===== src/srq_status_pkg.sv =====
// Constants and carriers of the service-request status logic.
// Assumes a single 100 MHz clock domain shared by all users.
package srq_status_pkg;

    // Number of service conditions, each with a mask bit
    localparam int unsigned COND_COUNT = 3;

    // Bit positions inside the status byte
    localparam int unsigned DATA_READY_POS = 0;
    localparam int unsigned CODE_ERR_POS   = 1;
    localparam int unsigned INSTR_ERR_POS  = 2;
    localparam int unsigned REQ_FLAG_POS   = 6;

    // Special function number that loads the enable mask
    localparam logic [6:0] SRQ_MASK_FUNC   = 7'h16;

    // Reset and cleared values
    localparam logic [7:0] STATUS_RESET    = 8'h00;
    localparam logic [2:0] FLAGS_RESET     = 3'h0;
    localparam logic [2:0] MASK_FORCED     = 3'h2;
    localparam logic [2:0] MASK_DISABLED   = 3'h2;

    // Service conditions, one bit each, weight order
    typedef struct packed {
        logic instr_error;
        logic code_error;
        logic data_ready;
    } cond_s;

    // Events that clear pending requests
    typedef struct packed {
        logic serial_poll;
        logic clear_msg;
        logic ctrl_reset;
    } clear_s;

endpackage : srq_status_pkg


===== src/srq_status.sv =====
// Service-request status byte, enable mask and request line.
// Assumes all strobes are one-cycle pulses from logic on sys_clk_i.
//
// Summary of operation
// - Data ready has weight 1, code error weight 2, instrument error weight 4.
// - Weight 2 is always forced into the mask, so code error can never be masked.
// - An enabled condition sets its own status bit and the request bit 6 together.
// - A set request bit drives the request line true toward the controller.
// - Status bits and request stay until serial poll, clear message or controller reset.
// - A clear message or controller reset also returns the mask to its disabled state.
// - Automatic operation leaves the pending request and status bits unchanged.
// - The polled byte has weights 1, 2, 4 and 64 and reads zero at 8, 16, 32, 128.
`timescale 1ns/1ps
module srq_status (
    // Clock and reset
    input  wire logic                sys_clk_i,
    input  wire logic                rst_n_i,
    // Service conditions, one-cycle pulses
    input  srq_status_pkg::cond_s    cond_i,
    // Special function entry
    input  wire logic                special_function_key_i,
    input  wire logic [6:0]          sf_prefix_i,
    input  wire logic [7:0]          special_function_program_code_i,
    // Clearing and mode events
    input  srq_status_pkg::clear_s   clear_i,
    input  wire logic                auto_op_i,
    // Status and request outputs
    output logic      [7:0]          status_byte_o,
    output logic      [7:0]          poll_data_o,
    output logic                     poll_valid_o,
    output logic      [2:0]          enable_mask_o,
    output logic                     srq_o
);

    // Status byte assembly, used for live view and poll data
    function automatic logic [7:0] pack_status(input logic [2:0] cond_bits,
                                               input logic       req_flag);
        logic [7:0] b;
        b = srq_status_pkg::STATUS_RESET;
        b[srq_status_pkg::DATA_READY_POS] = cond_bits[0];
        b[srq_status_pkg::CODE_ERR_POS]   = cond_bits[1];
        b[srq_status_pkg::INSTR_ERR_POS]  = cond_bits[2];
        b[srq_status_pkg::REQ_FLAG_POS]   = req_flag;
        return b;
    endfunction : pack_status

    logic [2:0] mask_q;
    logic [2:0] mask_d;
    logic       req_flag_q;
    logic       req_flag_d;
    logic       srq_q;
    logic [7:0] status_q;
    logic [7:0] poll_data_q;
    logic       poll_valid_q;
    logic [2:0] flags;

    // Decode of incoming events
    wire logic [2:0] cond_vec     = cond_i;
    wire logic       mask_load    = special_function_key_i
                                    && sf_prefix_i == srq_status_pkg::SRQ_MASK_FUNC;
    wire logic [2:0] mask_loaded  = special_function_program_code_i[2:0]
                                    | srq_status_pkg::MASK_FORCED;
    wire logic       mask_reset   = clear_i.clear_msg | clear_i.ctrl_reset;
    wire logic       req_clear    = clear_i.serial_poll | mask_reset;
    wire logic [2:0] enabled_set  = cond_vec & mask_q;
    wire logic       any_enabled  = |enabled_set;

    // Mask: clear message and controller reset take priority over a load in the same cycle
    assign mask_d = mask_reset ? srq_status_pkg::MASK_DISABLED :
                    mask_load  ? mask_loaded : mask_q;

    // Request bit: a new enabled event wins over any clear
    assign req_flag_d = any_enabled | (req_flag_q & ~req_clear);

    sticky_flag_bank #(
        .N (srq_status_pkg::COND_COUNT)
    ) u_flags (
        .sys_clk_i (sys_clk_i),
        .rst_n_i   (rst_n_i),
        .set_i     (enabled_set),
        .clr_i     (req_clear),
        .flags_o   (flags)
    );

    // Next flag state, same terms as the bank, so the live byte lands with it
    wire logic [2:0] flags_next = enabled_set | (flags & ~{3{req_clear}});
    wire logic [7:0] status_d   = pack_status(flags_next, req_flag_d);

    // Byte as it stands before the poll edge
    wire logic [7:0] poll_byte  = pack_status(flags, req_flag_q);

    always_ff @(posedge sys_clk_i or negedge rst_n_i) begin
        if (!rst_n_i) begin
            mask_q <= srq_status_pkg::MASK_DISABLED;
        end else begin
            mask_q <= mask_d;
        end
    end

    always_ff @(posedge sys_clk_i or negedge rst_n_i) begin
        if (!rst_n_i) begin
            req_flag_q <= 1'b0;
            srq_q      <= 1'b0;
            status_q   <= srq_status_pkg::STATUS_RESET;
        end else begin
            req_flag_q <= req_flag_d;
            srq_q      <= req_flag_d;
            status_q   <= status_d;
        end
    end

    // Poll answer: byte as it stood when the poll was taken
    always_ff @(posedge sys_clk_i or negedge rst_n_i) begin
        if (!rst_n_i) begin
            poll_data_q  <= srq_status_pkg::STATUS_RESET;
            poll_valid_q <= 1'b0;
        end else begin
            poll_valid_q <= clear_i.serial_poll;
            if (clear_i.serial_poll) begin
                poll_data_q <= poll_byte;
            end
        end
    end

    assign status_byte_o = status_q;
    assign poll_data_o   = poll_data_q;
    assign poll_valid_o  = poll_valid_q;
    assign enable_mask_o = mask_q;
    assign srq_o         = srq_q;
endmodule : srq_status


===== src/sticky_flag_bank.sv =====
// Bank of sticky flags, set by hardware, cleared by a common strobe.
// Assumes set and clear come from logic on the same clock.
`timescale 1ns/1ps
module sticky_flag_bank #(
    parameter int unsigned N = 3
) (
    // Clock and reset
    input  wire logic         sys_clk_i,
    input  wire logic         rst_n_i,
    // Set and clear
    input  wire logic [N-1:0] set_i,
    input  wire logic         clr_i,
    // Flag state
    output logic      [N-1:0] flags_o
);

    logic [N-1:0] flags_q;
    logic [N-1:0] flags_d;

    // Set wins over a clear in the same cycle
    genvar g;
    generate
        for (g = 0; g < N; g++) begin : g_flag
            assign flags_d[g] = set_i[g] | (flags_q[g] & ~clr_i);
        end
    endgenerate

    always_ff @(posedge sys_clk_i or negedge rst_n_i) begin
        if (!rst_n_i) begin
            flags_q <= '0;
        end else begin
            flags_q <= flags_d;
        end
    end

    assign flags_o = flags_q;
endmodule : sticky_flag_bank


===== config.mk =====
export PLATFORM = sky130hd
export DESIGN_NAME = srq_status
export DESIGN_NICKNAME = d
export VERILOG_FILES = /design/src/srq_status_pkg.sv /design/src/srq_status.sv /design/src/sticky_flag_bank.sv
export SDC_FILE = /design/constraint.sdc
export NUM_CORES = 1
export LEC_CHECK = 0
export BUFFER_PORTS_ARGS = -buffer_cell sky130_fd_sc_hd__buf_2
export CAP_MARGIN = 0
export CORE_MARGIN = 8
export CORE_UTILIZATION = 38
export DETAILED_ROUTE_END_ITERATION = 7
export PLACE_DENSITY = 0.81
export REMOVE_ABC_BUFFERS = 1
export SKIP_CTS_REPAIR_TIMING = 1
export SYNTH_ARGS = -nofsm -noshare
export SYNTH_HDL_FRONTEND = slang
export SYNTH_SLANG_ARGS = --single-unit

===== constraint.sdc =====
create_clock -name sys_clk_i -period 2.2 [get_ports sys_clk_i]
set_input_delay 0.22 -clock sys_clk_i [delete_from_list [all_inputs] [get_ports sys_clk_i]]
set_output_delay 0.22 -clock sys_clk_i [all_outputs]
set_load 0.02 [all_outputs]

**Word level (Yosys, flattened, before mapping)**

Cells that the tools add are included.
Widths: inputs -> output; s select.

- Bits in registers: 16
- Input bits: 25
- Output and inout bits: 21
- Word-level logic and storage cells: 27

- Equality and inequality tests: 1
- Mux-type cells: 2
- Bitwise logic cells: 15
- Reductions and logical operators: 3

Operator list:

| operator | number |
|---|---|
| $eq 7x5->1 const B | 1 |
| $and 3x3->3 | 2 |
| $mux 3 | 2 |
| $or 1x1->1 | 6 |
| $and 1x1->1 | 4 |
| $not 3->3 | 1 |
| $or 3x3->3 | 1 |
| $reduce_or 3->1 | 1 |
| $reduce_bool 2->1 | 1 |
| $logic_and 1x1->1 | 1 |
| $not 1->1 | 1 |

**Depth between registers and ports, before layout**

Gate-level depths: netlist of the first run.

- Depth after elaboration: 5
- Mapped depth: 3
- Depth with buffers taken out: 3

**Modules after synthesis**

Synthesis of the first run repeated with hierarchy kept, for this count alone.

- Cell total of the unflattened synthesis: 52
- Area, all modules: 626.9 um^2

By module, submodules not included:

| module | instances | cells each | area an instance (um^2) | seq. area each (um^2) |
|---|---|---|---|---|
| srq_status | 1 | 45 | 525.5 | 275.3 |
| sticky_flag_bank | 1 | 7 | 101.3 | 75.1 |

**Least setup slack after synthesis of the first run**

Ideal clock, no wire load.

- Kind: flip-flop to flip-flop
- Start: reg mask_q[0], in the netlist enable_mask_o[0]
- End: reg status_q[6], in the netlist status_byte_o[6]
- Setup time: 126 ps
- Arrival: 794 ps
- Required time: 2,074 ps
- Setup slack: 1,280 ps
- Cell stages (with the launch flop): 3
- Path buffers: 0
- Period minus slack after synthesis: 920 ps
- Cells stage by stage: dfrtp_1 a221oi_1 nand2_1

- Word-level cells in the longest chain between the ends: 3

RTL lines:

| what | line | RTL |
|---|---|---|
| from (decl) | srq_status.sv:47 | `logic [2:0] mask_q;` |
| from (signal assigned) | srq_status.sv:94 | `mask_q <= srq_status_pkg::MASK_DISABLED;` |
| from (signal assigned) | srq_status.sv:96 | `mask_q <= mask_d;` |
| $and 3x3->3 | srq_status.sv:65 | `wire logic [2:0] enabled_set = cond_vec & mask_q;` |
| $reduce_or 3->1 | srq_status.sv:66 | `wire logic any_enabled = \|enabled_set;` |
| $or 1x1->1 | srq_status.sv:73 | `assign req_flag_d = any_enabled \| (req_flag_q & ~req_clear);` |
| via req_flag_d | srq_status.sv:50 | `logic req_flag_d;` |
| to (signal assigned) | srq_status.sv:104 | `status_q <= srq_status_pkg::STATUS_RESET;` |
| to (signal assigned) | srq_status.sv:108 | `status_q <= status_d;` |
| to (decl) | srq_status.sv:52 | `logic [7:0] status_q;` |

The timed path passes the listed nets, and every way through them passes these cells.
A chain may end at the register's enable or synchronous reset.

**Worst setup path in the final report of the first run**

- Start: reg mask_q[0], in the netlist enable_mask_o[0]
- End: out enable_mask_o[0]

RTL lines:

| what | line | RTL |
|---|---|---|
| to (decl) | srq_status.sv:31 | `output logic [2:0] enable_mask_o,` |

No word-level cell between the ends.

==> results of run 1 <==
==> logic make-up after synthesis <==
| kind of cell | synth area share (%) |
|---|---|
| flip-flops | 52.5 |
| multiplexers | 12.4 |
| buffers and inverters | 14.3 |
| AO/OA/AOI/OAI | 6.45 |
| AND/OR/NAND/NOR | 12.9 |
| other | 1.43 |
==> layout by cell type, fill, tap and decap left out, drive strengths merged <==
| cell | count |
|---|---|
| buf | 29 |
| dfrtp | 11 |
| conb | 9 |
| nand2 | 7 |
| mux2 | 4 |
| clkbuf | 4 |
| a22o | 2 |
| and4bb | 2 |
| mux2i | 2 |
| nor3 | 1 |
| a21o | 1 |
| a221oi | 1 |
| nor2 | 1 |
| dlygate4sd3 | 1 |
==> flip-flops by register name (all words and copies together) (netlist names) <==
name	count
poll_valid_o	1
u_flags.flags_o	2
enable_mask_o	2
poll_data_o	4
status_byte_o	2
==> metal layers <==
layer	up-vias	share of wire [%]	wire length [um]	GRT usage, %
met5	-	0	0	0
met4	0	0	0	5.04
met3	0	13	165	4.48
met2	22	53	699	17.0
met1	194	34	448	9.31
li1	194	-	-	-
==> report_power, final <==
| group | switching, mW | internal (mW) | total [mW] |
|---|---|---|---|
| clock | 0.0667 | 0.0701 | 0.137 |
| combinational | 0.0439 | 0.0253 | 0.0693 |
| sequential | 0.00377 | 0.209 | 0.213 |
==> final cells by class <==
cell class	instances	area (um2)
clock buffer	4	26.3
multi-input combinational	30	200
sequential	11	275
tap	15	18.8
fill	135	626
timing repair buffer	30	155
==> per-stage QoR <==
step                      std cells  hold WS [ps]  instance area (um2)  utilization, %  setup slack [ps]
after floorplan                  41         -75.6                  475               -              1250
after global placement           85          95.7                  639            49.1              1320
after detailed placement         85           103                  639            49.1              1280
after CTS                        89          -187                  666            51.2              1120
after global routing             90           142                  676            51.9              1090
final                            90           155                  676            51.9              1120
==> final timing paths <==
path,depth (start not counted),end,from
max in group asynchronous,2,poll_data_o[0]$_DFFE_PN0P_,rst_n_i
worst min register to register,1,poll_data_o[6]$_DFFE_PN0P_,poll_data_o[6]$_DFFE_PN0P_
min in group asynchronous,2,u_flags.flags_o[1]$_DFF_PN0_,rst_n_i
worst min-delay path,2,u_flags.flags_o[1]$_DFF_PN0_,cond_i[1]
worst max register to register,2,status_byte_o[6]$_DFF_PN0_,enable_mask_o[0]$_DFFE_PN0P_
worst max-delay path,1,enable_mask_o[0],enable_mask_o[0]$_DFFE_PN0P_
==> metrics.cfg, run 1 <==
[outcome]
outcome = finished, final reports clean

[logic_synthesis]
yosysMostFrequentCell = dfrtp_1
ys_seq_area_share_pct = 52.5
async_flop_share_pct = 100
synth_top_area_share_pct = 52.5
synth_edf_count = 0
synth.largest_area_cell = dfrtp_1
syn_avg_cell_area_um2 = 11.9
yosys-top-cells-count = dfrtp_1 (11), buf_4 (10), nand2_1 (6)
yosys_warnings = 0
ys.flop_type = dfrtp_1
netlist_area_um2 = 524
synthTopCellsByArea = dfrtp_1 (53%), buf_4 (14%), mux2_2 (8.6%), and4bb_1 (4.8%), nand2_1 (4.3%)
syn_inst = 44
synth-seq-cells = 11
synth_cell_types = 13

[critical_path]
crit_chain = buf_2
worstPathRequired_ps = 1980
crit_path_start_kind = flop
crit_arrival_ps = 860
path_buf_inv = 1
cp_max_fo = 4
slowest_delay_ps = 420
reg2reg_slack_ps = 1290
critical_path_class = reg -> out
end_kind = output pin
slowest_stage = dfrtp_1
cpLargestDelayFamily = flip-flops

[routing]
dr.pass1.iters = 3
post_drt_wl_per_cell_um = 14.6
route.detailed.drc = 0
drt_iter0_drc = 2
drt-total-wl_um = 1310
ant_nets = 0
post_drt_via_cell_ratio = 4.56
via_count = 410

[floorplan]
dieWidth_um = 53.1
dieArea_um2 = 2820
die_h_um = 53.1
io-pin-count = 46
core_area_um2 = 1300
rows = 13
start_util_pct = 40.3

[clock_network]
cts_max_path_buffers = 2
clk_pin_slew_worst_paths_ps = 70
tritoncts = done
root_buffer = clkbuf_4
cts_sinks = 11
cts_buffers = 3
clkLatencyLatePin_ps = 260
cts_htree_levels = 1

[power_and_ir_drop]
power_density_nw_per_um2 = 620
power_leakage_nw = 0.393
total_power_uw = 419
vdd_drop_max_uv = 330

[global_route]
grt-ovfl-total = 0
antenna_found_initial = 0
grt_usage_pct = 9.73
grt_pass1_vias = 493
grt_pass1_wl_um = 2010
grt_max_degree = 12

[sta]
finalHoldViolations = 0
min_period_ps = 1080
slew_violations = 0
final.period_utilization_pct = 49.1
rsz0062_at_grt = no
clock_skew_ps = 4.49
setup_violations = 0
clock.fmax_mhz = 925
setup-tns-final_ps = 0

[layout]
antennaDiodeCount = 0
drive_gt1_share_pct = 50.7
synthToLayoutAreaGrowth_pct = 28.9
final_nets = 101

[run]
max_cap_viol_count = 0

[placement]
place_congestion = 0.734
place_hpwl_um = 1080
portBuffers = 29

[min_path]
min_path_type = in -> reg

Note: power is estimated with default switching activity, not from simulation.
==> inputs of run 2 (changes only) <==
Settings changed: CORE_UTILIZATION 38 to 32, PLACE_DENSITY 0.81 to 0.72.
Clock period 2.2 ns to 0.9 ns, I/O delays scaled along.
==> metrics.cfg, run 2 (synthesis gave the netlist of run 1 again) <==
[sta]
clock_skew_ps = 2.83  ; -1.66 ps
setup_violations = 7  ; +7
rsz0062_at_grt = yes
setup_ws_ps = -108  ; -1230 ps
slew_violations = 0  ; unchanged
final.period_utilization_pct = 112
min_period_ps = 1010
clock.fmax_mhz = 992
finalHoldViolations = 0  ; unchanged

[layout]
final_nets = 106  ; +5.0%
final_cell_mix = buf_2 (18), buf_6 (12), dfrtp_1 (11)
final_util_pct = 52.1  ; +0.13 points
fin_cells = 96  ; +6.7%
antennaDiodeCount = 0  ; unchanged
synthToLayoutAreaGrowth_pct = 51.3
multi_input_area_um2 = 206  ; +3.1%
final_common_cell = buf_2
largest_reg_flops = 4  ; unchanged
nFillCells = 140  ; +3.7%
seq_area_um2 = 275  ; unchanged
drive_gt1_share_pct = 55.0  ; +4.3 points

[min_path]
min-delay-start = clear_i[2]
min_path_type = in -> reg

[routing]
route.detailed.drc = 0  ; unchanged
via_count = 414  ; +0.98%
post_drt_wl_per_cell_um = 13.8  ; -5.2%
drt-total-wl_um = 1330  ; +1.1%
post_drt_via_cell_ratio = 4.31  ; -5.3%
ant_nets = 0  ; unchanged
drt_iter0_drc = 9  ; +7
dr.pass1.iters = 3  ; unchanged

[critical_path]
critical_path_class = reg -> out
worstPathRequired_ps = 810  ; -1170 ps
worstReg2RegStart = enable_mask_o[0]$_DFFE_PN0P_
cp_max_fo = 3  ; -1
end_kind = output pin
crit_arrival_ps = 920  ; +60 ps
startpoint = enable_mask_o[0]$_DFFE_PN0P_
reg2reg_slack_ps = -70  ; -1360 ps
crit_path_start_kind = flop

[clock_network]
cts_max_path_buffers = 2  ; unchanged
clk_pin_slew_worst_paths_ps = 70  ; about the same
root_buffer = clkbuf_4
cts_sinks = 11  ; unchanged
clkLatencyLatePin_ps = 270  ; about the same
cts_buffers = 3  ; unchanged
cts_htree_levels = 1  ; unchanged
tritoncts = done

[run]
max_cap_viol_count = 0  ; unchanged

[global_route]
grt_max_degree = 12  ; unchanged
grt-ovfl-total = 0  ; unchanged
grt_pass1_wl_um = 1980  ; -1.7%
grt_usage_pct = 7.75  ; -2.0 points
grt_pass1_vias = 451  ; -8.5%
antenna_found_initial = 0  ; unchanged

[floorplan]
dieWidth_um = 56.5  ; +6.3%
start_util_pct = 34.4  ; -5.9 points
die_h_um = 56.5  ; +6.3%
rows = 14  ; +1
dieArea_um2 = 3190  ; +13%
io-pin-count = 46  ; unchanged
core_area_um2 = 1520  ; +17%

[placement]
portBuffers = 29  ; unchanged
dp_cells = 87  ; +2.4%
place_congestion = 0.755  ; +2.9%

[outcome]
violations = setup timing
outcome = complete, but fails checks

[power_and_ir_drop]
power_leakage_nw = 0.438  ; +12%
total_power_mw = 1.05  ; +150%
power_density_nw_per_um2 = 1330  ; +110%
vdd_drop_max_uv = 763  ; +130%

## run 2: worst max-delay path, stage by stage (launching register included)
cell and delay, ps:
dfrtp_1 400, buf_6 130, buf_6 120
## run 2: stage by stage
step / instance area [um2] / setup WS, ps / hold slack, ps / TNS, ps
6_report: 793 / -108 / 33.5 / -338
5_1_grt: 793 / -135 / 24.4 / -696
4_1_cts: 674 / -142 / -325 / -364
2_1_floorplan: 475 / -48.6 / -206 / -68.8
3_3_place_gp: 648 / 53.4 / -37.2 / 0
3_5_place_dp: 648 / 59.1 / -32.0 / 0
## run 2: cell type report
cell class | count | share of cell area, %
multi-input cells | 30 | 26.0
clock buffers | 4 | 3.31
well taps | 16 | 2.52
flip-flops and latches | 11 | 34.7
repair buffers | 35 | 33.4
## run 2: where the power goes
group          internal (mW)  switching (mW)  total [mW]
clock                  0.171           0.160       0.332
combinational         0.0872           0.109       0.196
sequential             0.512          0.0138       0.526
total                  0.771           0.283        1.05
## run 2: per-layer routing
| layer | GRT usage, % | wire length [um] | vias up |
|---|---|---|---|
| met5 | 0 | 0 | - |
| met4 | 2.06 | 0 | 0 |
| met3 | 5.84 | 133 | 0 |
| met2 | 12.2 | 646 | 26 |
| met1 | 7.85 | 547 | 185 |
| li1 | - | - | 203 |
## run 2: path summary, 6_finish.rpt
| kind | cells after the start | to |
|---|---|---|
| setup reg to reg | 3 | status_byte_o[6]$_DFF_PN0_ |
| hold reg to reg | 1 | poll_data_o[6]$_DFFE_PN0P_ |
| min in group asynchronous | 2 | u_flags.flags_o[1]$_DFF_PN0_ |
| max in group asynchronous | 2 | poll_data_o[2]$_DFFE_PN0P_ |
| setup / recovery | 2 | enable_mask_o[0] |
| hold / removal | 1 | poll_valid_o$_DFF_PN0_ |
==> inputs of run 3 (changes only) <==
Settings changed: PLACE_DENSITY 0.72 to 0.75.
==> metrics.cfg, run 3 (synthesis gave the netlist of run 1 again) <==
[layout]
final_common_cell = buf_2
antennaDiodeCount = 0  ; unchanged
synthToLayoutAreaGrowth_pct = 53.0
final_util_pct = 52.6  ; +0.57 points
final_cell_mix = buf_2 (18), buf_6 (12), dfrtp_1 (11)
final_area_um2 = 802  ; +1.1%
fin_cells = 98  ; +2.1%
drive_gt1_share_pct = 54.9  ; -0.12 points
final_nets = 108  ; +1.9%
largest_reg_flops = 4  ; unchanged

[sta]
min_period_ps = 981  ; -27.3 ps
setup_ws_ps = -81.2  ; +27.3 ps
final.period_utilization_pct = 109  ; -3.0 points
finalHoldViolations = 0  ; unchanged
clock.fmax_mhz = 1020  ; +2.8%
setup_violations = 8  ; +1
hold_slack_ps = 29.1  ; -4.36 ps
slew_violations = 0  ; unchanged
setup-tns-final_ps = -224  ; +114 ps
clock_skew_ps = 3.14  ; +0.319 ps
rsz0062_at_grt = yes

[power_and_ir_drop]
vdd_drop_max_uv = 742  ; -2.8%
power_leakage_nw = 0.445  ; +1.5%
power_density_nw_per_um2 = 1310  ; -1.2%
total_power_mw = 1.05  ; -0.15%

[global_route]
grt_pass1_wl_um = 1950  ; -1.8%
grt_max_degree = 12  ; unchanged
grt_pass1_vias = 441  ; -2.2%
grt_usage_pct = 7.61  ; -0.14 points
grt-ovfl-total = 0  ; unchanged
antenna_found_initial = 0  ; unchanged

[min_path]
hold_depth = 2  ; +1
min_path_type = in -> reg

[critical_path]
worstPathRequired_ps = 810  ; about the same
crit_path_start_kind = flop
rr_worst_depth = 2  ; -1
cp_max_fo = 2  ; -1
critical_path_class = reg -> out
crit_arrival_ps = 890  ; -30 ps
end_kind = output pin

[run]
max_cap_viol_count = 0  ; unchanged

[clock_network]
cts_max_path_buffers = 2  ; unchanged
cts_sinks = 11  ; unchanged
cts_htree_levels = 1  ; unchanged
root_buffer = clkbuf_4
cts_buffers = 3  ; unchanged
clkLatencyLatePin_ps = 260  ; about the same
tritoncts = done
clk_pin_slew_worst_paths_ps = 70  ; about the same

[outcome]
outcome = complete, but fails checks
violations = setup timing

[floorplan]
core_area_um2 = 1520  ; unchanged
rows = 14  ; unchanged
start_util_pct = 34.4  ; unchanged
dieArea_um2 = 3190  ; unchanged
die_h_um = 56.5  ; unchanged
io-pin-count = 46  ; unchanged
dieWidth_um = 56.5  ; unchanged

[routing]
route.detailed.drc = 0  ; unchanged
drt_iter0_drc = 1  ; -8
post_drt_wl_per_cell_um = 13.6  ; -1.7%
drt-total-wl_um = 1330  ; +0.30%
dr.pass1.iters = 2  ; -1
via_count = 424  ; +2.4%
ant_nets = 0  ; unchanged
post_drt_via_cell_ratio = 4.33  ; +0.33%

[placement]
dp_cells = 87  ; unchanged
postPlaceCellArea_um2 = 648  ; unchanged
place_hpwl_um = 1040
portBuffers = 29  ; unchanged
place_ws_ps = 49.4  ; -9.64 ps
place_congestion = 0.707  ; -6.3%

[run 3: metal layers]
layer | global-route usage (%) | up-vias | share of wire [%]
met1 | 7.97 | 186 | 39
li1 | - | 207 | -
met4 | 2.06 | 0 | 0
met3 | 7.87 | 0 | 14
met2 | 10.2 | 31 | 47
met5 | 0 | - | 0
[run 3: where the power goes]
part	leakage [nW]	internal [mW]	switching (mW)
clock	0.0150	0.171	0.156
combinational	0.288	0.0899	0.109
sequential	0.142	0.512	0.0144
total	0.445	0.773	0.279
[run 3: path summary, 6_finish.rpt]
path                                               from  slack [ps]                            to
max                        enable_mask_o[0]$_DFFE_PN0P_         -80              enable_mask_o[0]
min                                           cond_i[1]          30  u_flags.flags_o[1]$_DFF_PN0_
max reg2reg                  status_byte_o[6]$_DFF_PN0_         -40    poll_data_o[6]$_DFFE_PN0P_
min reg2reg                  poll_data_o[0]$_DFFE_PN0P_         530    poll_data_o[0]$_DFFE_PN0P_
max in group asynchronous                       rst_n_i         480    poll_data_o[2]$_DFFE_PN0P_
min in group asynchronous                       rst_n_i         220    status_byte_o[6]$_DFF_PN0_
[run 3: area by class of cell]
class | instances | area [um2]
Multi-Input combinational cell | 30 | 200
Timing Repair Buffer | 37 | 280
Clock buffer | 4 | 26.3
Fill cell | 148 | 722
Tap cell | 16 | 20.0
Sequential cell | 11 | 275
[run 3: worst max-delay path, stage by stage, from the launching register on]
cell	delay [ps]
dfrtp_1	390
buf_6	120
buf_6	120
